--- src/power_rail_supervisor_pkg.sv ---
// Package with register map, encodings and timing constants for the power rail supervisor.
// Contract
// - Software turns each rail on or off.
// - Per-rail current limit zero to three amperes.
// - Adjustable rail over-current lowers voltage, stays on.
// - Pass-through rail over-current switches rail off.
// - Pass-through stays off until error cleared.
// - Voltage in microvolts; out-of-range rejected.
// - Path mode 0 auto, 1 linear, 3 switcher.
// - Reset path mode is linear-only.
// - Auto: switcher above 7.25 V, 100 mV hysteresis.
// - Over-temperature disables the adjustable rail.
// - After overheat, need off then on.
// - Over-voltage disables adjustable rail at once.
// - Over-voltage gone: rail resumes by itself.
// - State 0 starting, 1 good, 2 fault, 3 overheat.
// - Linear stage off while stage overheated.
// - Remote-sense mode setting; forced off on fault (code: not forced off when the fault is only a missing power-good).
// - Actual remote-sense state reported separately.
// - Pin config 0 input, 1 output, 4 floating.
// - Output pin drives written level; readable.
// - Floating pin undriven; state writes ignored.
// - Saved settings take effect after save, reboot.
package power_rail_supervisor_pkg;

  // Register byte addresses.
  localparam logic [7:0] REG_RAIL_CTRL = 8'h00;
  localparam logic [7:0] REG_ILIM_ADJ = 8'h04;
  localparam logic [7:0] REG_ILIM_PASS = 8'h08;
  localparam logic [7:0] REG_VSET = 8'h0C;
  localparam logic [7:0] REG_PATH_MODE = 8'h10;
  localparam logic [7:0] REG_RAIL_STATE = 8'h14;
  localparam logic [7:0] REG_SENSE = 8'h18;
  localparam logic [7:0] REG_ERRORS = 8'h1C;
  localparam logic [7:0] REG_PIN_CFG = 8'h20;
  localparam logic [7:0] REG_PIN_STATE = 8'h24;
  localparam logic [7:0] REG_SAVED = 8'h28;
  localparam logic [7:0] REG_SAVE_CMD = 8'h2C;
  localparam logic [7:0] REG_ACTIVE = 8'h30;

  // Field positions.
  localparam int ERR_PASS_OC_BIT = 0;
  localparam int ERR_ADJ_OT_BIT = 1;
  localparam int ERR_ADJ_OV_BIT = 2;
  localparam int ERR_VSET_BIT = 3;
  localparam int SAVE_BIT = 0;
  localparam int REBOOT_BIT = 1;

  // Limits: current in milliamperes, voltage in microvolts, input in millivolts.
  localparam logic [15:0] ILIM_MAX_MA = 16'h0BB8;
  localparam logic [31:0] VSET_MIN_UV = 32'h00000000;
  localparam logic [31:0] VSET_MAX_UV = 32'h004C4B40;
  localparam logic [15:0] SWITCH_UP_MV = 16'h1C52;
  localparam logic [15:0] HYSTERESIS_MV = 16'h0064;

  // Reset values.
  localparam logic [15:0] ILIM_RESET_MA = 16'h0BB8;
  localparam logic [31:0] VSET_RESET_UV = 32'h004C4B40;
  localparam logic [23:0] SAVED_RESET = 24'h000000;

  // Startup settle time and its cycle count at 125 MHz.
  localparam int START_TIME_NS = 1000;
  localparam int CLK_PERIOD_NS = 8;
  localparam int START_CYCLES = (START_TIME_NS + CLK_PERIOD_NS - 1) / CLK_PERIOD_NS;

  // Encodings.
  typedef enum logic [1:0] {
    PATH_SELECT_AUTOMATIC = 2'h0,
    PATH_SELECT_LINEAR_ONLY = 2'h1,
    PATH_SELECT_SWITCH_THEN_LINEAR = 2'h3
  } path_mode_type;

  typedef enum logic [1:0] {
    RAIL_STATE_STARTING = 2'h0,
    RAIL_STATE_GOOD = 2'h1,
    RAIL_STATE_FAULT = 2'h2,
    RAIL_STATE_LINEAR_OVERHEAT = 2'h3
  } rail_state_type;

  typedef enum logic [2:0] {
    PIN_CFG_INPUT = 3'h0,
    PIN_CFG_OUTPUT = 3'h1,
    PIN_CFG_FLOATING = 3'h4
  } pin_cfg_type;

  localparam logic REMOTE_SENSE_OFF = 1'b0;
  localparam logic REMOTE_SENSE_ON = 1'b1;

endpackage

--- src/power_rail_supervisor.sv ---
// Rail control, protection, path selection, remote sense and pin control for a two-rail power module.
//
// The address-and-strobe port and the address map are this design's own decisions.
`timescale 1ns/10ps
`default_nettype none
module power_rail_supervisor #(
  parameter int START_CYCLES = power_rail_supervisor_pkg::START_CYCLES
) (
  // Clock, reset and clock enable.
  input wire logic clk,
  input wire logic rst_b,
  input wire logic clkEn,
  // Register port.
  input wire logic [7:0] regAddr,
  input wire logic [31:0] regWdata,
  input wire logic regWr,
  input wire logic regRd,
  output logic [31:0] regRdata,
  // Analog monitor flags from comparators.
  input wire logic passOverCurrent,
  input wire logic adjOverCurrent,
  input wire logic boardOverTemp,
  input wire logic stageOverTemp,
  input wire logic adjOverVoltage,
  input wire logic adjPowerGood,
  input wire logic [15:0] inputMillivolts,
  // Power stage controls.
  output logic adjRailEnable,
  output logic passRailEnable,
  output logic [15:0] adjCurrentLimit,
  output logic [15:0] passCurrentLimit,
  output logic [31:0] adjVoltageSet,
  output logic adjCurrentFoldback,
  output logic switcherEnable,
  output logic linearEnable,
  output logic remoteSenseEnable,
  output logic voltageReject,
  // General-purpose pins.
  input wire logic [1:0] gpPinIn,
  output logic [1:0] gpPinOut,
  output logic [1:0] gpPinOe
);

  // Synchronised monitor inputs.
  logic [5:0] monA_q;
  logic [5:0] monB_q;
  logic [15:0] vinA_q;
  logic [15:0] vinB_q;
  logic passOc;
  logic adjOc;
  logic boardOt;
  logic stageOt;
  logic adjOv;
  logic adjPg;


  // Control registers.
  logic adjOnCmd_q;
  logic passOnCmd_q;
  logic [15:0] ilimAdj_q;
  logic [15:0] ilimPass_q;
  logic [31:0] vset_q;
  power_rail_supervisor_pkg::path_mode_type pathMode_q;
  logic senseMode_q;
  logic [3:0] err_q;
  logic adjOtLock_q;
  logic switchSel_q;
  logic [23:0] saved_q;
  logic [23:0] active_q;
  logic rebootPending_q;
  logic [31:0] startCnt_q;
  logic [31:0] rdata_q;
  logic vreject_q;

  // Decoded strobes.
  logic wrCtrl;
  logic wrErr;
  logic wrVset;
  logic vsetOk;

  logic [1:0] pinCfgWe;
  logic [1:0] pinStateWe;
  logic [2:0] pinCfg [2];
  logic [1:0] pinLevel;
  power_rail_supervisor_pkg::rail_state_type railState;
  logic adjFault;

  assign wrCtrl = clkEn && regWr && regAddr == power_rail_supervisor_pkg::REG_RAIL_CTRL;
  assign wrErr = clkEn && regWr && regAddr == power_rail_supervisor_pkg::REG_ERRORS;
  assign wrVset = clkEn && regWr && regAddr == power_rail_supervisor_pkg::REG_VSET;
  assign vsetOk = regWdata >= power_rail_supervisor_pkg::VSET_MIN_UV &&
                  regWdata <= power_rail_supervisor_pkg::VSET_MAX_UV;

  // Two flip-flops on every analog monitor input.
  always_ff @(posedge clk or negedge rst_b) begin
    if (!rst_b) begin
      monA_q <= 6'h00;
      monB_q <= 6'h00;
      vinA_q <= 16'h0000;
      vinB_q <= 16'h0000;
    end else if (clkEn) begin
      monA_q <= {adjPowerGood, adjOverVoltage, stageOverTemp, boardOverTemp, adjOverCurrent, passOverCurrent};
      monB_q <= monA_q;
      vinA_q <= inputMillivolts;
      vinB_q <= vinA_q;
    end
  end
  assign {adjPg, adjOv, stageOt, boardOt, adjOc, passOc} = monB_q;

  // Rail on/off commands; pass-through enable refused while its error stands.
  always_ff @(posedge clk or negedge rst_b) begin
    if (!rst_b) begin
      adjOnCmd_q <= 1'b0;
      passOnCmd_q <= 1'b0;
    end else if (clkEn) begin
      if (wrCtrl) begin
        adjOnCmd_q <= regWdata[0];
      end
      if (passOnCmd_q && passOc) begin
        passOnCmd_q <= 1'b0;
      end else if (wrCtrl) begin
        passOnCmd_q <= regWdata[1] && !err_q[power_rail_supervisor_pkg::ERR_PASS_OC_BIT];
      end
    end
  end

  // Overheat lock: set on trip, released only by an off command.
  always_ff @(posedge clk or negedge rst_b) begin
    if (!rst_b) begin
      adjOtLock_q <= 1'b0;
    end else if (clkEn) begin
      if (boardOt) begin
        adjOtLock_q <= 1'b1;
      end else if (wrCtrl && !regWdata[0]) begin
        adjOtLock_q <= 1'b0;
      end
    end
  end

  // Current limits, clamped to the three-ampere ceiling.
  always_ff @(posedge clk or negedge rst_b) begin
    if (!rst_b) begin
      ilimAdj_q <= power_rail_supervisor_pkg::ILIM_RESET_MA;
      ilimPass_q <= power_rail_supervisor_pkg::ILIM_RESET_MA;
    end else if (clkEn && regWr) begin
      if (regAddr == power_rail_supervisor_pkg::REG_ILIM_ADJ) begin
        ilimAdj_q <= (regWdata[15:0] > power_rail_supervisor_pkg::ILIM_MAX_MA) ?
                     power_rail_supervisor_pkg::ILIM_MAX_MA : regWdata[15:0];
      end
      if (regAddr == power_rail_supervisor_pkg::REG_ILIM_PASS) begin
        ilimPass_q <= (regWdata[15:0] > power_rail_supervisor_pkg::ILIM_MAX_MA) ?
                      power_rail_supervisor_pkg::ILIM_MAX_MA : regWdata[15:0];
      end
    end
  end

  // Voltage set point in microvolts; out-of-range writes keep the old value.
  always_ff @(posedge clk or negedge rst_b) begin
    if (!rst_b) begin
      vset_q <= power_rail_supervisor_pkg::VSET_RESET_UV;
      vreject_q <= 1'b0;
    end else if (clkEn) begin
      vreject_q <= wrVset && !vsetOk;
      if (wrVset && vsetOk) begin
        vset_q <= regWdata;
      end
    end
  end

  // Path mode and remote-sense request; illegal mode codes are ignored.
  always_ff @(posedge clk or negedge rst_b) begin
    if (!rst_b) begin
      pathMode_q <= power_rail_supervisor_pkg::PATH_SELECT_LINEAR_ONLY;
      senseMode_q <= power_rail_supervisor_pkg::REMOTE_SENSE_OFF;
    end else if (clkEn && regWr) begin
      if (regAddr == power_rail_supervisor_pkg::REG_PATH_MODE && regWdata[1:0] != 2'h2) begin
        pathMode_q <= power_rail_supervisor_pkg::path_mode_type'(regWdata[1:0]);
      end
      if (regAddr == power_rail_supervisor_pkg::REG_SENSE) begin
        senseMode_q <= regWdata[0];
      end
    end
  end

  // Automatic switcher selection with hysteresis below the threshold.
  always_ff @(posedge clk or negedge rst_b) begin
    if (!rst_b) begin
      switchSel_q <= 1'b0;
    end else if (clkEn) begin
      if (vinB_q > power_rail_supervisor_pkg::SWITCH_UP_MV) begin
        switchSel_q <= 1'b1;
      end else if (vinB_q < power_rail_supervisor_pkg::SWITCH_UP_MV - power_rail_supervisor_pkg::HYSTERESIS_MV) begin
        switchSel_q <= 1'b0;
      end
    end
  end

  // Sticky trip flags; a new trip wins over a clear in the same cycle.
  always_ff @(posedge clk or negedge rst_b) begin
    if (!rst_b) begin
      err_q <= 4'h0;
    end else if (clkEn) begin
      err_q[power_rail_supervisor_pkg::ERR_PASS_OC_BIT] <= (passOnCmd_q && passOc) ||
        (err_q[power_rail_supervisor_pkg::ERR_PASS_OC_BIT] &&
         !(wrErr && regWdata[power_rail_supervisor_pkg::ERR_PASS_OC_BIT]));
      err_q[power_rail_supervisor_pkg::ERR_ADJ_OT_BIT] <= (boardOt && !adjOtLock_q) ||
        (err_q[power_rail_supervisor_pkg::ERR_ADJ_OT_BIT] &&
         !(wrErr && regWdata[power_rail_supervisor_pkg::ERR_ADJ_OT_BIT]));
      err_q[power_rail_supervisor_pkg::ERR_ADJ_OV_BIT] <= (adjOv && adjOnCmd_q) ||
        (err_q[power_rail_supervisor_pkg::ERR_ADJ_OV_BIT] &&
         !(wrErr && regWdata[power_rail_supervisor_pkg::ERR_ADJ_OV_BIT]));
      err_q[power_rail_supervisor_pkg::ERR_VSET_BIT] <= (wrVset && !vsetOk) ||
        (err_q[power_rail_supervisor_pkg::ERR_VSET_BIT] &&
         !(wrErr && regWdata[power_rail_supervisor_pkg::ERR_VSET_BIT]));
    end
  end

  // Saved settings become active only on a reboot after a save.
  always_ff @(posedge clk or negedge rst_b) begin
    if (!rst_b) begin
      saved_q <= power_rail_supervisor_pkg::SAVED_RESET;
      active_q <= power_rail_supervisor_pkg::SAVED_RESET;
      rebootPending_q <= 1'b0;
    end else if (clkEn) begin
      if (regWr && regAddr == power_rail_supervisor_pkg::REG_SAVED) begin
        saved_q <= regWdata[23:0];
      end
      if (regWr && regAddr == power_rail_supervisor_pkg::REG_SAVE_CMD) begin
        if (regWdata[power_rail_supervisor_pkg::SAVE_BIT]) begin
          rebootPending_q <= 1'b1;
        end else if (regWdata[power_rail_supervisor_pkg::REBOOT_BIT] && rebootPending_q) begin
          active_q <= saved_q;
          rebootPending_q <= 1'b0;
        end
      end
    end
  end

  // Startup counter, restarted whenever the adjustable rail is off.
  always_ff @(posedge clk or negedge rst_b) begin
    if (!rst_b) begin
      startCnt_q <= 32'h00000000;
    end else if (clkEn) begin
      if (!adjRailEnable) begin
        startCnt_q <= 32'h00000000;
      end else if (startCnt_q < START_CYCLES[31:0]) begin
        startCnt_q <= startCnt_q + 32'h00000001;
      end
    end
  end

  // Operational state of the adjustable rail.
  assign adjFault = adjOv || adjOtLock_q;
  always_comb begin
    if (stageOt) begin
      railState = power_rail_supervisor_pkg::RAIL_STATE_LINEAR_OVERHEAT;
    end else if (adjFault || (adjRailEnable && startCnt_q >= START_CYCLES[31:0] && !adjPg)) begin
      railState = power_rail_supervisor_pkg::RAIL_STATE_FAULT;
    end else if (adjRailEnable && startCnt_q >= START_CYCLES[31:0]) begin
      railState = power_rail_supervisor_pkg::RAIL_STATE_GOOD;
    end else begin
      railState = power_rail_supervisor_pkg::RAIL_STATE_STARTING;
    end
  end

  // Power stage drive.
  assign adjRailEnable = adjOnCmd_q && !adjOtLock_q && !boardOt && !adjOv;
  assign passRailEnable = passOnCmd_q && !passOc;
  assign adjCurrentLimit = ilimAdj_q;
  assign passCurrentLimit = ilimPass_q;
  assign adjVoltageSet = vset_q;
  assign adjCurrentFoldback = adjRailEnable && adjOc;
  assign linearEnable = adjRailEnable && !stageOt;
  assign switcherEnable = linearEnable && (pathMode_q == power_rail_supervisor_pkg::PATH_SELECT_SWITCH_THEN_LINEAR ||
                          (pathMode_q == power_rail_supervisor_pkg::PATH_SELECT_AUTOMATIC && switchSel_q));
  assign remoteSenseEnable = senseMode_q && !(adjFault || stageOt);
  assign voltageReject = vreject_q;

  // Pin strobes.
  assign pinCfgWe[0] = regWr && regAddr == power_rail_supervisor_pkg::REG_PIN_CFG;
  assign pinCfgWe[1] = pinCfgWe[0];
  assign pinStateWe[0] = regWr && regAddr == power_rail_supervisor_pkg::REG_PIN_STATE;
  assign pinStateWe[1] = pinStateWe[0];

  // One cell per general-purpose pin.
  for (genvar i = 0; i < 2; i++) begin : gPin
    gp_pin_cell uCell (
      .clk(clk),
      .rst_b(rst_b),
      .clkEn(clkEn),
      .cfgWe(pinCfgWe[i]),
      .cfgWdata(regWdata[4*i+2:4*i]),
      .stateWe(pinStateWe[i]),
      .stateWdata(regWdata[i]),
      .cfgQ(pinCfg[i]),
      .levelQ(pinLevel[i]),
      .pinIn(gpPinIn[i]),
      .pinOut(gpPinOut[i]),
      .pinOe(gpPinOe[i])
    );
  end

  // Read data, registered one cycle after the read strobe; unmapped reads zero.
  always_ff @(posedge clk or negedge rst_b) begin
    if (!rst_b) begin
      rdata_q <= 32'h00000000;
    end else if (clkEn) begin
      rdata_q <= 32'h00000000;
      if (regRd) begin
        unique case (regAddr)
          power_rail_supervisor_pkg::REG_RAIL_CTRL: rdata_q <= {28'h0000000, adjRailEnable, passRailEnable,
                                                                passOnCmd_q, adjOnCmd_q};
          power_rail_supervisor_pkg::REG_ILIM_ADJ:
            rdata_q <= {16'h0000, ilimAdj_q};
          power_rail_supervisor_pkg::REG_ILIM_PASS:
            rdata_q <= {16'h0000, ilimPass_q};
          power_rail_supervisor_pkg::REG_VSET:
            rdata_q <= vset_q;
          power_rail_supervisor_pkg::REG_PATH_MODE:
            rdata_q <= {29'h00000000, switcherEnable, pathMode_q};
          power_rail_supervisor_pkg::REG_RAIL_STATE:
            rdata_q <= {30'h00000000, railState};
          power_rail_supervisor_pkg::REG_SENSE:
            rdata_q <= {30'h00000000, remoteSenseEnable, senseMode_q};
          power_rail_supervisor_pkg::REG_ERRORS:
            rdata_q <= {28'h0000000, err_q};
          power_rail_supervisor_pkg::REG_PIN_CFG:
            rdata_q <= {25'h0000000, pinCfg[1], 1'b0, pinCfg[0]};
          power_rail_supervisor_pkg::REG_PIN_STATE:
            rdata_q <= {30'h00000000, pinLevel};
          power_rail_supervisor_pkg::REG_SAVED:
            rdata_q <= {8'h00, saved_q};
          power_rail_supervisor_pkg::REG_SAVE_CMD:
            rdata_q <= {31'h00000000, rebootPending_q};
          power_rail_supervisor_pkg::REG_ACTIVE:
            rdata_q <= {8'h00, active_q};
          default: rdata_q <= 32'h00000000;
        endcase
      end
    end
  end
  assign regRdata = rdata_q;

endmodule
`default_nettype wire

--- src/gp_pin_cell.sv ---
// One general-purpose pin cell with configuration, drive and synchronised read-back.
`timescale 1ns/10ps
`default_nettype none
module gp_pin_cell (
  // Clock and reset.
  input wire logic clk,
  input wire logic rst_b,
  input wire logic clkEn,
  // Software side.
  input wire logic cfgWe,
  input wire logic [2:0] cfgWdata,
  input wire logic stateWe,
  input wire logic stateWdata,
  output logic [2:0] cfgQ,
  output logic levelQ,
  // Pin side.
  input wire logic pinIn,
  output logic pinOut,
  output logic pinOe
);

  logic [2:0] cfg_q;
  logic drive_q;
  logic syncA_q;
  logic syncB_q;

  // Configuration accepts only the three legal codes.
  always_ff @(posedge clk or negedge rst_b) begin
    if (!rst_b) begin
      cfg_q <= power_rail_supervisor_pkg::PIN_CFG_INPUT;
    end else if (clkEn && cfgWe) begin
      if (cfgWdata == power_rail_supervisor_pkg::PIN_CFG_INPUT ||
          cfgWdata == power_rail_supervisor_pkg::PIN_CFG_OUTPUT ||
          cfgWdata == power_rail_supervisor_pkg::PIN_CFG_FLOATING) begin
        cfg_q <= cfgWdata;
      end
    end
  end

  // Drive level is stored unless the pin floats.
  always_ff @(posedge clk or negedge rst_b) begin
    if (!rst_b) begin
      drive_q <= 1'b0;
    end else if (clkEn && stateWe && cfg_q != power_rail_supervisor_pkg::PIN_CFG_FLOATING) begin
      drive_q <= stateWdata;
    end
  end

  // Two-stage synchroniser for the pin level.
  always_ff @(posedge clk or negedge rst_b) begin
    if (!rst_b) begin
      syncA_q <= 1'b0;
      syncB_q <= 1'b0;
    end else if (clkEn) begin
      syncA_q <= pinIn;
      syncB_q <= syncA_q;
    end
  end

  assign pinOut = drive_q;
  assign pinOe = (cfg_q == power_rail_supervisor_pkg::PIN_CFG_OUTPUT);
  assign cfgQ = cfg_q;
  assign levelQ = (cfg_q == power_rail_supervisor_pkg::PIN_CFG_FLOATING) ? 1'b0 : syncB_q;

endmodule
`default_nettype wire

--- config.mk ---
export PLATFORM = sky130hd
export DESIGN_NAME = power_rail_supervisor
export DESIGN_NICKNAME = d
export VERILOG_FILES = /design/src/power_rail_supervisor_pkg.sv /design/src/power_rail_supervisor.sv /design/src/gp_pin_cell.sv
export SDC_FILE = /design/constraint.sdc
export NUM_CORES = 1
export LEC_CHECK = 0
export BUFFER_PORTS_ARGS = -buffer_cell sky130_fd_sc_hd__buf_2
export CORE_AREA = 3 3 168 170
export DETAILED_ROUTE_END_ITERATION = 10
export DIE_AREA = 0 0 171 173
export GPL_TIMING_DRIVEN = 0
export HOLD_SLACK_MARGIN = 0.08
export SLEW_MARGIN = 10
export SYNTH_ARGS = -nofsm -noshare
export SYNTH_HDL_FRONTEND = slang
export SYNTH_SLANG_ARGS = --single-unit
--- constraint.sdc ---
create_clock -name clk -period 2.8 [get_ports clk]
set_clock_uncertainty 0.05 [all_clocks]
set_input_delay 0.28 -clock clk [delete_from_list [all_inputs] [get_ports clk]]
set_output_delay 0.28 -clock clk [all_outputs]
set_load 0.01 [all_outputs]
Word level (Yosys, flattened, before mapping) --
Index checks and enable logic that the tools add are counted.
Operators by class: magnitude comparators 7, add/sub/neg operators 1, reductions and logical operators 90, eq/ne operators 25, bitwise logic cells 1, multiplexer cells 18
Operators by type and width (count):
- 32-bit case mux with 13 select lines | 1
- 32-bit 2-to-1 mux | 3
- 1-bit logical AND | 41
- 8-bit by 6-bit == test with 1-bit output (second input constant) | 5
- 32-bit by 1-bit adder with 32-bit output (second input constant) | 1
- 8-bit by 5-bit == test with 1-bit output (second input constant) | 4
- 32-bit by 1-bit greater-or-equal comparator with 1-bit output (second input constant) | 1
- 32-bit by 7-bit greater-or-equal comparator with 1-bit output (second input constant) | 1
- 32-bit by 23-bit less-or-equal comparator with 1-bit output (second input constant) | 1
- 32-bit by 7-bit less-than comparator with 1-bit output (second input constant) | 1
- 2-bit AND reduction | 13
- 8-bit by 4-bit == test with 1-bit output (second input constant) | 2
- 16-bit by 12-bit > comparator with 1-bit output (second input constant) | 1
- 16-bit by 13-bit > comparator with 1-bit output (second input constant) | 1
- 16-bit by 13-bit less-than comparator with 1-bit output (second input constant) | 1
- 16-bit 2-to-1 mux | 1
- 1-bit logical NOT | 14
- 3-bit by 1-bit == test with 1-bit output (second input constant) | 4
- 3-bit == test (second input constant) | 4
- 1-bit logical OR | 12
- 1-bit 2-to-1 mux | 11
- 8-bit by 3-bit == test with 1-bit output (second input constant) | 1
- 8-bit logical NOT | 1
- 2-bit nonzero test | 4
- 10 further kinds | 13
Storage, ports and cells: input port bits 69, logic and storage cells 170, output and inout bits 107, bits in registers 245

Longest topological paths before layout --
Gate-level depths: netlist (run 1).
word-level depth 11, mapped depth 8, depth with buffers taken out 7

By module --
From an unflattened synthesis (run 1), not the netlist that was laid out.
Unflattened totals: cells, all modules 849, area, all modules 10800.4 µm²
By module, submodules not included:
- power_rail_supervisor | seq. area each 5859.4 µm², area an instance 10227.3 µm², instances 1, cells an instance 803
- gp_pin_cell | seq. area each 150.1 µm², area an instance 286.5 µm², instances 2, cells an instance 23

Worst setup path before layout (run 1) --
Ideal clock, no wire load.
path type in2reg, from input regWdata[6], to register vset_q[10] (netlist: adjVoltageSet[10]), setup time 0.125 ns, required time 2.625 ns, arrival time 2.055 ns, stages 6, slack 0.570 ns, path through clkbuf_1 -> or2_2 -> a221o_1 -> a311oi_4 -> buf_8 -> mux2_4
Between the ends: word-level cells in the longest chain between the ends 4
RTL lines:
- start: declaration | line power_rail_supervisor.sv:15 | input wire logic [31:0] regWdata,
- 32-bit by 1-bit greater-or-equal comparator with 1-bit output / 32-bit by 23-bit less-or-equal comparator with 1-bit output (equally long branches) | line power_rail_supervisor.sv:91, power_rail_supervisor.sv:92
- 1-bit logical AND * | line power_rail_supervisor.sv:91 | assign vsetOk = regWdata >= power_rail_supervisor_pkg::VSET_MIN_UV &&
- 1-bit logical AND * | line power_rail_supervisor.sv:164 | if (wrVset && vsetOk) begin
- 2-bit AND reduction (no source line) *
- end signal: assignment | line power_rail_supervisor.sv:160 | vset_q <= power_rail_supervisor_pkg::VSET_RESET_UV;
- end signal: assignment | line power_rail_supervisor.sv:165 | vset_q <= regWdata;
- end: declaration | line power_rail_supervisor.sv:62 | logic [31:0] vset_q;
Every way passes the cells marked *; elsewhere a longest branch is shown, timed or not. A chain may end at the register's enable or synchronous reset.

Worst setup path after layout (run 1) --
from input regWdata[1], to register vset_q[10] (netlist: adjVoltageSet[10])
Same word-level chain as after synthesis.

==> flow_metrics.env, run 1 <==
export IMPL_slew_headroom_pct=31.90
export IMPL_hold_viol=0
export IMPL_drtAntennaViolNets=0
export IMPL_fmax_mhz=388.0
export IMPL_portBuffers=168
export IMPL_post_route_period_util_pct=92.05
export IMPL_grt_first_pass_wirelength_um=45730
export IMPL_required_ns=3.17
export IMPL_path_max_fanout=10
export IMPL_cpLargestDelayFamily="buffers and inverters"
export IMPL_yosys_area_top_type="dfrtp_1"
export IMPL_overflow=0
export IMPL_cp_end_kind="flip-flop"
export IMPL_slowest_delay_ns=0.55
export IMPL_yosysWarnings=0
export IMPL_fin_util_pct=49.74
export IMPL_post_route_min_period_ns=2.577
export IMPL_ys_seq_elements=245
export IMPL_insertion_delay_ns=0.53
export IMPL_yosysUniqueCellTypes=71
export IMPL_grt_max_degree=108
export IMPL_synth_avg_cell_area_um2=12.68
export IMPL_dr_pass1_iters=8
export IMPL_worst_pin_slew_ns=1.020
export IMPL_ff2ff_setup_slack_ns=0.58
export IMPL_layout_drive_gt1_share_pct=35.95
export IMPL_setup_viol=0
export IMPL_clockBufferDepth=3
export IMPL_vias=7977
export IMPL_status="finished clean"
export IMPL_r2r_cells=6
export IMPL_synthToLayoutAreaGrowth_pct=24.89
export IMPL_gp_congestion=0.8735
export IMPL_whs_endpoint="gPin[0].uCell.cfgQ[1]"
export IMPL_synth_ff_type="dfrtp_1"
export IMPL_die_area_um2=29580
export IMPL_grt_pass1_vias=7840
export IMPL_die_width_um=171
export IMPL_synth_common_cells="dfrtp_1 (222), mux2_2 (104), nor2b_1 (54), nand2_1 (49), nor2_1 (35)"
export IMPL_grt_antenna_before_repair=2
export IMPL_drt_total_wl_um=29380
export IMPL_wl_per_cell_um=20.23
export IMPL_p_total_mw=7.653
export IMPL_syn_nets=916
export IMPL_htree_levels=1
export IMPL_ir_worst_vdd_v=0.0003509
export IMPL_routed_via_density=5.494
export IMPL_boundaryPins=176
export IMPL_finalSetupTns_ns=0
export IMPL_grt_usage_pct=19.54
export IMPL_synthCells=844
export IMPL_cp_num_buf_inv=4
export IMPL_synthTopCellsByArea="dfrtp_1 (52%), mux2_2 (11%), dfstp_2 (5.6%), nor2b_1 (3.2%), mux2_4 (2.8%)"
export IMPL_critPathSlowestCell="dlygate4sd3_1"
export IMPL_yosysMostFrequentCell="dfrtp_1"
export IMPL_min_from="regWdata[0]"
export IMPL_asyncSetResetFlopFracSynth_pct=100.0
export IMPL_rr_endpoint="startCnt_q[0]"
export IMPL_slew_viol_final=0
export IMPL_clkTransAtPathRegs_ns=0.06
export IMPL_core_area_um2=26880
export IMPL_drc_errors=0
export IMPL_crit_arrival_ns=2.95
export IMPL_critPathKind="input pin to flip-flop"
export IMPL_syn_area_um2=10700
export IMPL_startpoint_type="input pin"
export IMPL_drt_iter0_drc=645
export IMPL_die_h_um=173
export IMPL_initial_core_util_pct=39.83
export IMPL_worstReg2RegStart="startCnt_q[25]"
export IMPL_crit_path_cell_trace="dlygate4sd3_1 > buf_6 > or3_1 > nor4_1 > nand4_1 > a311oi_4 > buf_4 > buf_8 > mux2_4"
export IMPL_leakage_nw=6.334
export IMPL_rows=60
export IMPL_ys_seq_area_share_pct=57.55
export IMPL_cts_sinks=245
export IMPL_hold_path_class="input pin to flip-flop"
export IMPL_numCtsBuffers=27
export IMPL_drv_cap=0
export IMPL_hpwl_um=21030
export IMPL_root_buffer="clkbuf_16"
export IMPL_netlist_area_leader_share_pct=51.90
export IMPL_synth_edf_count=0
export IMPL_rsz0062_at_grt="no"
export IMPL_holdPathStages=3
export IMPL_cts_tree="yes"
export IMPL_nNetsFinal=1164
export IMPL_p_per_area_nw_per_um2=572.5
-- layer usage --
metal / wire [um] / global-route usage (%) / vias up
met1: 13750 / 29.55 / 4003
met2: 13080 / 28.88 / 277
met4: 782 / 6.003 / 2
met3: 1757 / 3.109 / 48
met5: 13 / 0 / -
li1: - / - / 3647
-- logic make-up after synthesis --
logic type / synth area share, %
flip-flops: 57.55
AO/OA/AOI/OAI: 12.43
AND/OR/NAND/NOR: 12.27
buffers and inverters: 2.981
adder cells (fa/ha/maj): 0.3507
multiplexers: 14.42
-- placed cells by master, fill, tap and decap left out, drive strengths merged, types with 15 or more instances in the layout --
| master | instances |
|---|---|
| a21oi | 22 |
| a222oi | 15 |
| buf | 202 |
| clkbuf | 61 |
| dfrtp | 222 |
| dfstp | 23 |
| dlygate4sd3 | 47 |
| mux2 | 126 |
| nand2 | 49 |
| nor2 | 36 |
| nor2b | 54 |
| o21ai | 23 |
| o2bb2ai | 29 |
-- cell type report --
cell class,instances,area (um2)
fillers,2435,13510
repair buffers,219,1391
inverters,9,33.78
multi-input cells,537,4232
diodes,1,2.502
well taps,341,426.7
clock inverters,9,80.08
plain buffers,53,285.3
clock buffers,38,757.0
flip-flops and latches,245,6160
-- worst min-delay path, delay by kind of cell --
kind / cells / cell delay (ns)
buf+inv: 1 / 0.18
compound gates: 1 / 0.14
simple gates: 1 / 0.05
-- stage by stage --
stage	std cells	hold WS, ns	setup WS [ns]	instance area [um2]
6_report	1452	0.1115	0.2226	13370
4_1_cts	1449	0.08824	0.09876	13350
2_1_floorplan	844	-0.06559	0.5698	10700
3_3_place_gp	1353	0.4090	-3.067	11970
3_5_place_dp	1355	0.1167	-0.1189	12040
5_1_grt	1452	0.09691	0.1083	13370
-- worst max-delay path by stage --
stage / start / to / slack, ns / cells after the start
finish: regWdata[1] / adjVoltageSet[10] / 0.22 / 9
global route: regWdata[1] / adjVoltageSet[5] / 0.11 / 9
CTS: regWdata[1] / adjVoltageSet[10] / 0.1 / 8
detailed placement: regAddr[5] / adjVoltageSet[5] / -0.12 / 7
global placement: rst_b / vinA_q[14] / -3.07 / 1
floorplan: regWdata[6] / adjVoltageSet[10] / 0.57 / 6
-- power breakdown --
| part | switching, mW | total, mW | leakage (nW) | internal, mW |
|---|---|---|---|---|
| clock | 1.41 | 3.38 | 0.412 | 1.97 |
| combinational | 0.270 | 0.504 | 2.71 | 0.234 |
| sequential | 0.0943 | 3.77 | 3.21 | 3.67 |
| total | 1.78 | 7.65 | 6.33 | 5.88 |
-- registers in the layout, summed over array words and instances, names as in the netlist, 4 cells and up --
register and cells:
err_q 4, monA_q 6, vinA_q 16, startCnt_q 32, passCurrentLimit 16, regRdata 32, monB_q 6, adjVoltageSet 32
adjCurrentLimit 16, vinB_q 16, saved_q 24, gPin.uCell.cfgQ 6, active_q 24
-- timing repair --
action / CTS / global route
buffers inserted: 0 / 2
resized for setup: 0 / 0
endpoints found under the hold margin: 219 / 0
endpoints found under the setup margin: 0 / 13
hold buffers: 47 / 0
No activity file was read; power rests on OpenSTA's default activity.
==> inputs of run 2 (changes only) <==
--- a/config.mk
+++ b/config.mk
@@ -6,6 +6,7 @@
 export NUM_CORES = 1
 export LEC_CHECK = 0
 export BUFFER_PORTS_ARGS = -buffer_cell sky130_fd_sc_hd__buf_2
+export CAP_MARGIN = 25
 export CORE_AREA = 3 3 168 170
 export DETAILED_ROUTE_END_ITERATION = 10
 export DIE_AREA = 0 0 171 173
==> constraint.sdc (replaced) <==
create_clock -name clk -period 2.85 [get_ports clk]
set_clock_uncertainty 0.05 [all_clocks]
set_input_delay 0.285 -clock clk [delete_from_list [all_inputs] [get_ports clk]]
set_output_delay 0.285 -clock clk [all_outputs]
set_load 0.01 [all_outputs]
==> flow_metrics.env, run 2 (same netlist as run 1, synthesis figures left out) <==
export IMPL_nNetsFinal=1163
export IMPL_root_buffer="clkbuf_16"
export IMPL_wl_per_cell_um=20.22
export IMPL_worstReg2RegStart="startCnt_q[25]"
export IMPL_cp_end_kind="flip-flop"
export IMPL_synthToLayoutAreaGrowth_pct=24.82
export IMPL_core_area_um2=26880
export IMPL_dr_pass1_iters=5
export IMPL_layoutNonFillerInstCount=1451
export IMPL_worst_pin_slew_ns=1.011
export IMPL_initial_core_util_pct=39.83
export IMPL_crit_path_cell_trace="dlygate4sd3_1 > buf_6 > or3_1 > nor4_1 > nand4_1 > a311oi_4 > buf_8 > mux2_4"
export IMPL_critPathSlowestCell="dlygate4sd3_1"
export IMPL_p_sw_share_pct=23.18
export IMPL_finalSetupTns_ns=0
export IMPL_drt_iter0_drc=701
export IMPL_grt_first_pass_wirelength_um=45730
export IMPL_cts_resized=0
export IMPL_hpwl_um=21030
export IMPL_numCtsBuffers=27
export IMPL_die_area_um2=29580
export IMPL_path_max_fanout=10
export IMPL_setup_viol=0
export IMPL_cts_tree="yes"
export IMPL_portBuffers=168
export IMPL_grt_antenna_before_repair=2
export IMPL_slew_viol_final=0
export IMPL_design_area_um2=13360
export IMPL_required_ns=3.22
export IMPL_gp_congestion=0.8735
export IMPL_clockBufferDepth=3
export IMPL_htree_levels=1
export IMPL_vias=7977
export IMPL_fill_cells=2433
export IMPL_final_common_cell="dfrtp_1"
export IMPL_grt_usage_pct=19.54
export IMPL_post_route_period_util_pct=93.43
export IMPL_p_sw_mw=1.742
export IMPL_slew_headroom_pct=32.06
export IMPL_drc_errors=0
export IMPL_min_from="regWdata[0]"
export IMPL_rows=60
export IMPL_pwr_share_clk_pct=44.1
export IMPL_layout_drive_gt1_share_pct=35.89
export IMPL_hold_viol=0
export IMPL_crit_arrival_ns=3.03
export IMPL_cts_sinks=245
export IMPL_critPathKind="input pin to flip-flop"
export IMPL_startpoint="regWdata[1]"
export IMPL_placed_cell_area_um2=12040
export IMPL_ir_worst_vdd_v=0.0003454
export IMPL_p_total_mw=7.514
export IMPL_r2r_cells=6
export IMPL_rsz0062_at_grt="no"
export IMPL_holdPathStages=3
export IMPL_drt_total_wl_um=29350
export IMPL_internal_power_mw=5.772
export IMPL_dp_cells=1355
export IMPL_die_h_um=173
export IMPL_startpoint_type="input pin"
export IMPL_combinationalPowerShare_pct=6.6
export IMPL_grt_pass1_vias=7840
export IMPL_insertion_delay_ns=0.53
export IMPL_slowest_delay_ns=0.55
export IMPL_status="finished clean"
export IMPL_routed_via_density=5.498
export IMPL_boundaryPins=176
export IMPL_die_width_um=171
export IMPL_pwr_share_seq_pct=49.3
export IMPL_final_cell_mix="dfrtp_1 (222), buf_2 (179), mux2_2 (104)"
export IMPL_place_ws_ns=-0.07391
export IMPL_grt_max_degree=108
export IMPL_drv_cap=0
export IMPL_drtAntennaViolNets=0
export IMPL_clkTransAtPathRegs_ns=0.06
export IMPL_setup_slack_ns=0.1872
export IMPL_post_route_min_period_ns=2.663
export IMPL_leakage_nw=6.327
export IMPL_overflow=0
export IMPL_p_per_area_nw_per_um2=562.4
export IMPL_fmax_mhz=375.5
export IMPL_hold_path_class="input pin to flip-flop"
==> run 2: stage by stage <==
step | hold slack [ns] | utilization, %
5_1_grt | 0.1019 | 49.71
4_1_cts | 0.09324 | 49.67
3_3_place_gp | 0.4090 | 44.54
3_5_place_dp | 0.1217 | 44.81
2_1_floorplan | -0.06059 | -
6_report | 0.1131 | 49.71
==> run 2: final cells by class <==
| type | count | area [um2] | share of cell area [%] |
|---|---|---|---|
| inverter | 9 | 33.78 | 0.2529 |
| multi-input combinational | 537 | 4232 | 31.67 |
| antenna | 1 | 2.502 | 0.01873 |
| clock inverter | 9 | 80.08 | 0.5994 |
| buffer | 53 | 285.3 | 2.135 |
| timing repair buffer | 218 | 1384 | 10.36 |
| clock buffer | 38 | 757.0 | 5.666 |
| tap | 341 | 426.7 | 3.193 |
| sequential | 245 | 6160 | 46.10 |
==> run 2: repair_timing <==
action / 4_1_cts / 5_1_grt
setup endpoints to repair: 0 / 0
hold buffers: 47 / 0
setup buffers: 0 / 0
endpoints found under the hold margin: 217 / 0
==> run 2: worst paths after layout <==
check	to	slack (ns)
setup / recovery	adjVoltageSet[10]	0.19
min in group asynchronous	regRdata[19]	0.16
hold / removal	gPin[0].uCell.cfgQ[1]	0.11
setup reg to reg	startCnt_q[0]	0.62
max in group asynchronous	vinB_q[0]	1.34
hold reg to reg	regRdata[5]	0.43
==> run 2: per-layer routing <==
metal	global-route usage, %	wire length [um]
met1	29.55	13770
met2	28.88	13080
met3	3.109	1720
met4	6.003	762
met5	0	7
==> run 2: worst max-delay path, delay by kind of cell <==
| kind | cells | cell delay, ns |
|---|---|---|
| AO/OA/AOI/OAI | 1 | 0.55 |
| multiplexers | 1 | 0.31 |
| AND/OR/NAND/NOR | 3 | 0.90 |
| buffers and inverters | 3 | 0.97 |
==> run 2: power groups by stage <==
stage                     logic (mW)  clock network [mW]  registers [mW]
after global placement         0.432                   0            3.76
after CTS                      0.502                3.40            3.70
after detailed placement       0.450                   0            3.76
after global routing           0.550                3.55            3.72
after floorplan                0.228                   0            3.73
final                          0.495                3.32            3.70
==> inputs of run 3 (changes only) <==
--- a/config.mk
+++ b/config.mk
@@ -12,6 +12,7 @@
 export DIE_AREA = 0 0 171 173
 export GPL_TIMING_DRIVEN = 0
 export HOLD_SLACK_MARGIN = 0.08
+export REMOVE_ABC_BUFFERS = 1
 export SLEW_MARGIN = 10
 export SYNTH_ARGS = -nofsm -noshare
 export SYNTH_HDL_FRONTEND = slang
==> flow_metrics.env, run 3 (same netlist as run 1, synthesis figures left out) <==
export IMPL_drc_errors=0
export IMPL_startpoint="regWdata[2]"
export IMPL_wl_per_cell_um=20.27
export IMPL_finalSetupTns_ns=0
export IMPL_grt_pass1_vias=7892
export IMPL_drt_total_wl_um=28970
export IMPL_die_area_um2=29580
export IMPL_dp_cells=1328
export IMPL_nNetsFinal=1138
export IMPL_crit_arrival_ns=3.16
export IMPL_post_route_min_period_ns=2.795
export IMPL_hold_viol=0
export IMPL_slew_headroom_pct=35.11
export IMPL_overflow=0
export IMPL_path_max_fanout=8
export IMPL_rr_endpoint="startCnt_q[5]"
export IMPL_leakage_nw=6.416
export IMPL_status="finished clean"
export IMPL_initial_core_util_pct=39.83
export IMPL_root_buffer="clkbuf_16"
export IMPL_slew_viol_final=0
export IMPL_die_width_um=171
export IMPL_cts_sinks=245
export IMPL_r2r_cells=5
export IMPL_holdPathStages=3
export IMPL_drtAntennaViolNets=0
export IMPL_vias=7847
export IMPL_dr_pass1_iters=6
export IMPL_drt_iter0_drc=590
export IMPL_required_ns=3.22
export IMPL_die_h_um=173
export IMPL_grt_max_degree=106
export IMPL_cts_tree="yes"
export IMPL_core_area_um2=26880
export IMPL_diodes=0
export IMPL_whs_ns=0.1226
export IMPL_startpoint_type="input pin"
export IMPL_final_common_cell="dfrtp_1"
export IMPL_p_per_area_nw_per_um2=590.6
export IMPL_ff2ff_setup_slack_ns=0.61
export IMPL_fill_cells=2433
export IMPL_insertion_delay_ns=0.54
export IMPL_post_route_period_util_pct=98.06
export IMPL_routed_via_density=5.491
export IMPL_setup_viol=0
export IMPL_portBuffers=175
export IMPL_min_from="regWdata[1]"
export IMPL_clkTransAtPathRegs_ns=0.06
export IMPL_rows=60
export IMPL_final_cell_mix="dfrtp_1 (222), buf_2 (175), mux2_2 (104)"
export IMPL_synthToLayoutAreaGrowth_pct=26.63
export IMPL_worst_pin_slew_ns=0.9734
export IMPL_grt_usage_pct=19.47
export IMPL_rsz0062_at_grt="no"
export IMPL_gp_congestion=0.8672
export IMPL_numCtsBuffers=28
export IMPL_hold_path_class="input pin to flip-flop"
export IMPL_hpwl_um=19740
export IMPL_critPathKind="input pin to flip-flop"
export IMPL_fmax_mhz=357.8
export IMPL_ir_worst_vdd_v=0.0003684
export IMPL_worstReg2RegStart="startCnt_q[23]"
export IMPL_boundaryPins=176
export IMPL_htree_levels=1
export IMPL_setup_slack_ns=0.05517
export IMPL_whs_endpoint="err_q[1]"
export IMPL_clockBufferDepth=3
export IMPL_drv_cap=0
export IMPL_layoutNonFillerInstCount=1429
export IMPL_layout_drive_gt1_share_pct=38.14
export IMPL_cp_end_kind="flip-flop"
export IMPL_grt_antenna_before_repair=0
export IMPL_place_ws_ns=-0.5803
export IMPL_p_total_mw=8.005
export IMPL_grt_first_pass_wirelength_um=46040
==> run 3: where the power goes <==
part           internal [mW]  leakage (nW)  switching [mW]  total (mW)
Combinational          0.228          2.71           0.271       0.499
Clock                   2.40         0.498            1.42        3.81
Sequential              3.61          3.21          0.0824        3.69
==> run 3: stage by stage <==
| stage | utilization (%) | instance area, um2 |
|---|---|---|
| 2_1_floorplan | - | 10420 |
| 3_3_place_gp | 43.61 | 11720 |
| 3_5_place_dp | 44.91 | 12070 |
| 4_1_cts | 50.38 | 13540 |
| 5_1_grt | 50.43 | 13550 |
| 6_report | 50.43 | 13550 |
==> run 3: area by class of cell <==
cell class | count | area, um2 | area share [%]
well taps | 341 | 426.7 | 3.148
clock buffers | 41 | 840.8 | 6.203
multi-input cells | 537 | 4280 | 31.58
clock inverters | 11 | 155.1 | 1.145
inverters | 9 | 33.78 | 0.2492
flip-flops and latches | 245 | 6160 | 45.44
repair buffers | 245 | 1658 | 12.23
==> run 3: worst max-delay path by stage <==
stage,depth (start not counted),end,slack [ns]
floorplan,5,adjVoltageSet[0],-0.07
global placement,1,vinA_q[3],-3.01
detailed placement,8,active_q[3],-0.58
CTS,9,adjVoltageSet[0],0.07
global route,9,adjVoltageSet[0],0.07
finish,9,adjVoltageSet[0],0.06
==> run 3: metal layers <==
metal | share of wire, % | up-vias | global-route usage, % | wire length, um
met4 | 1.9 | 0 | 4.494 | 553
met5 | 0 | - | 0 | 0
met1 | 47 | 3964 | 29.41 | 13620
met3 | 5.4 | 41 | 2.721 | 1578
li1 | - | 3590 | - | -
met2 | 46 | 252 | 29.81 | 13220
==> run 3: what timing repair did <==
| item | in CTS | in global routing |
|---|---|---|
| pin swaps | 0 | 1 |
| hold endpoints to repair | 153 | 0 |
| hold buffers | 47 | 0 |
| buffers inserted | 0 | 2 |
| gates resized for setup | 1 | 1 |
| endpoints found under the setup margin | 7 | 11 |
==> run 3: critical path, cell delays in order <==
cell	delay [ns]
dlygate4sd3_1	0.53
buf_2	0.19
or3_1	0.37
nor4_1	0.38
nand4_1	0.27
a311oi_4	0.41
buf_6	0.22
buf_8	0.16
mux2_2	0.33
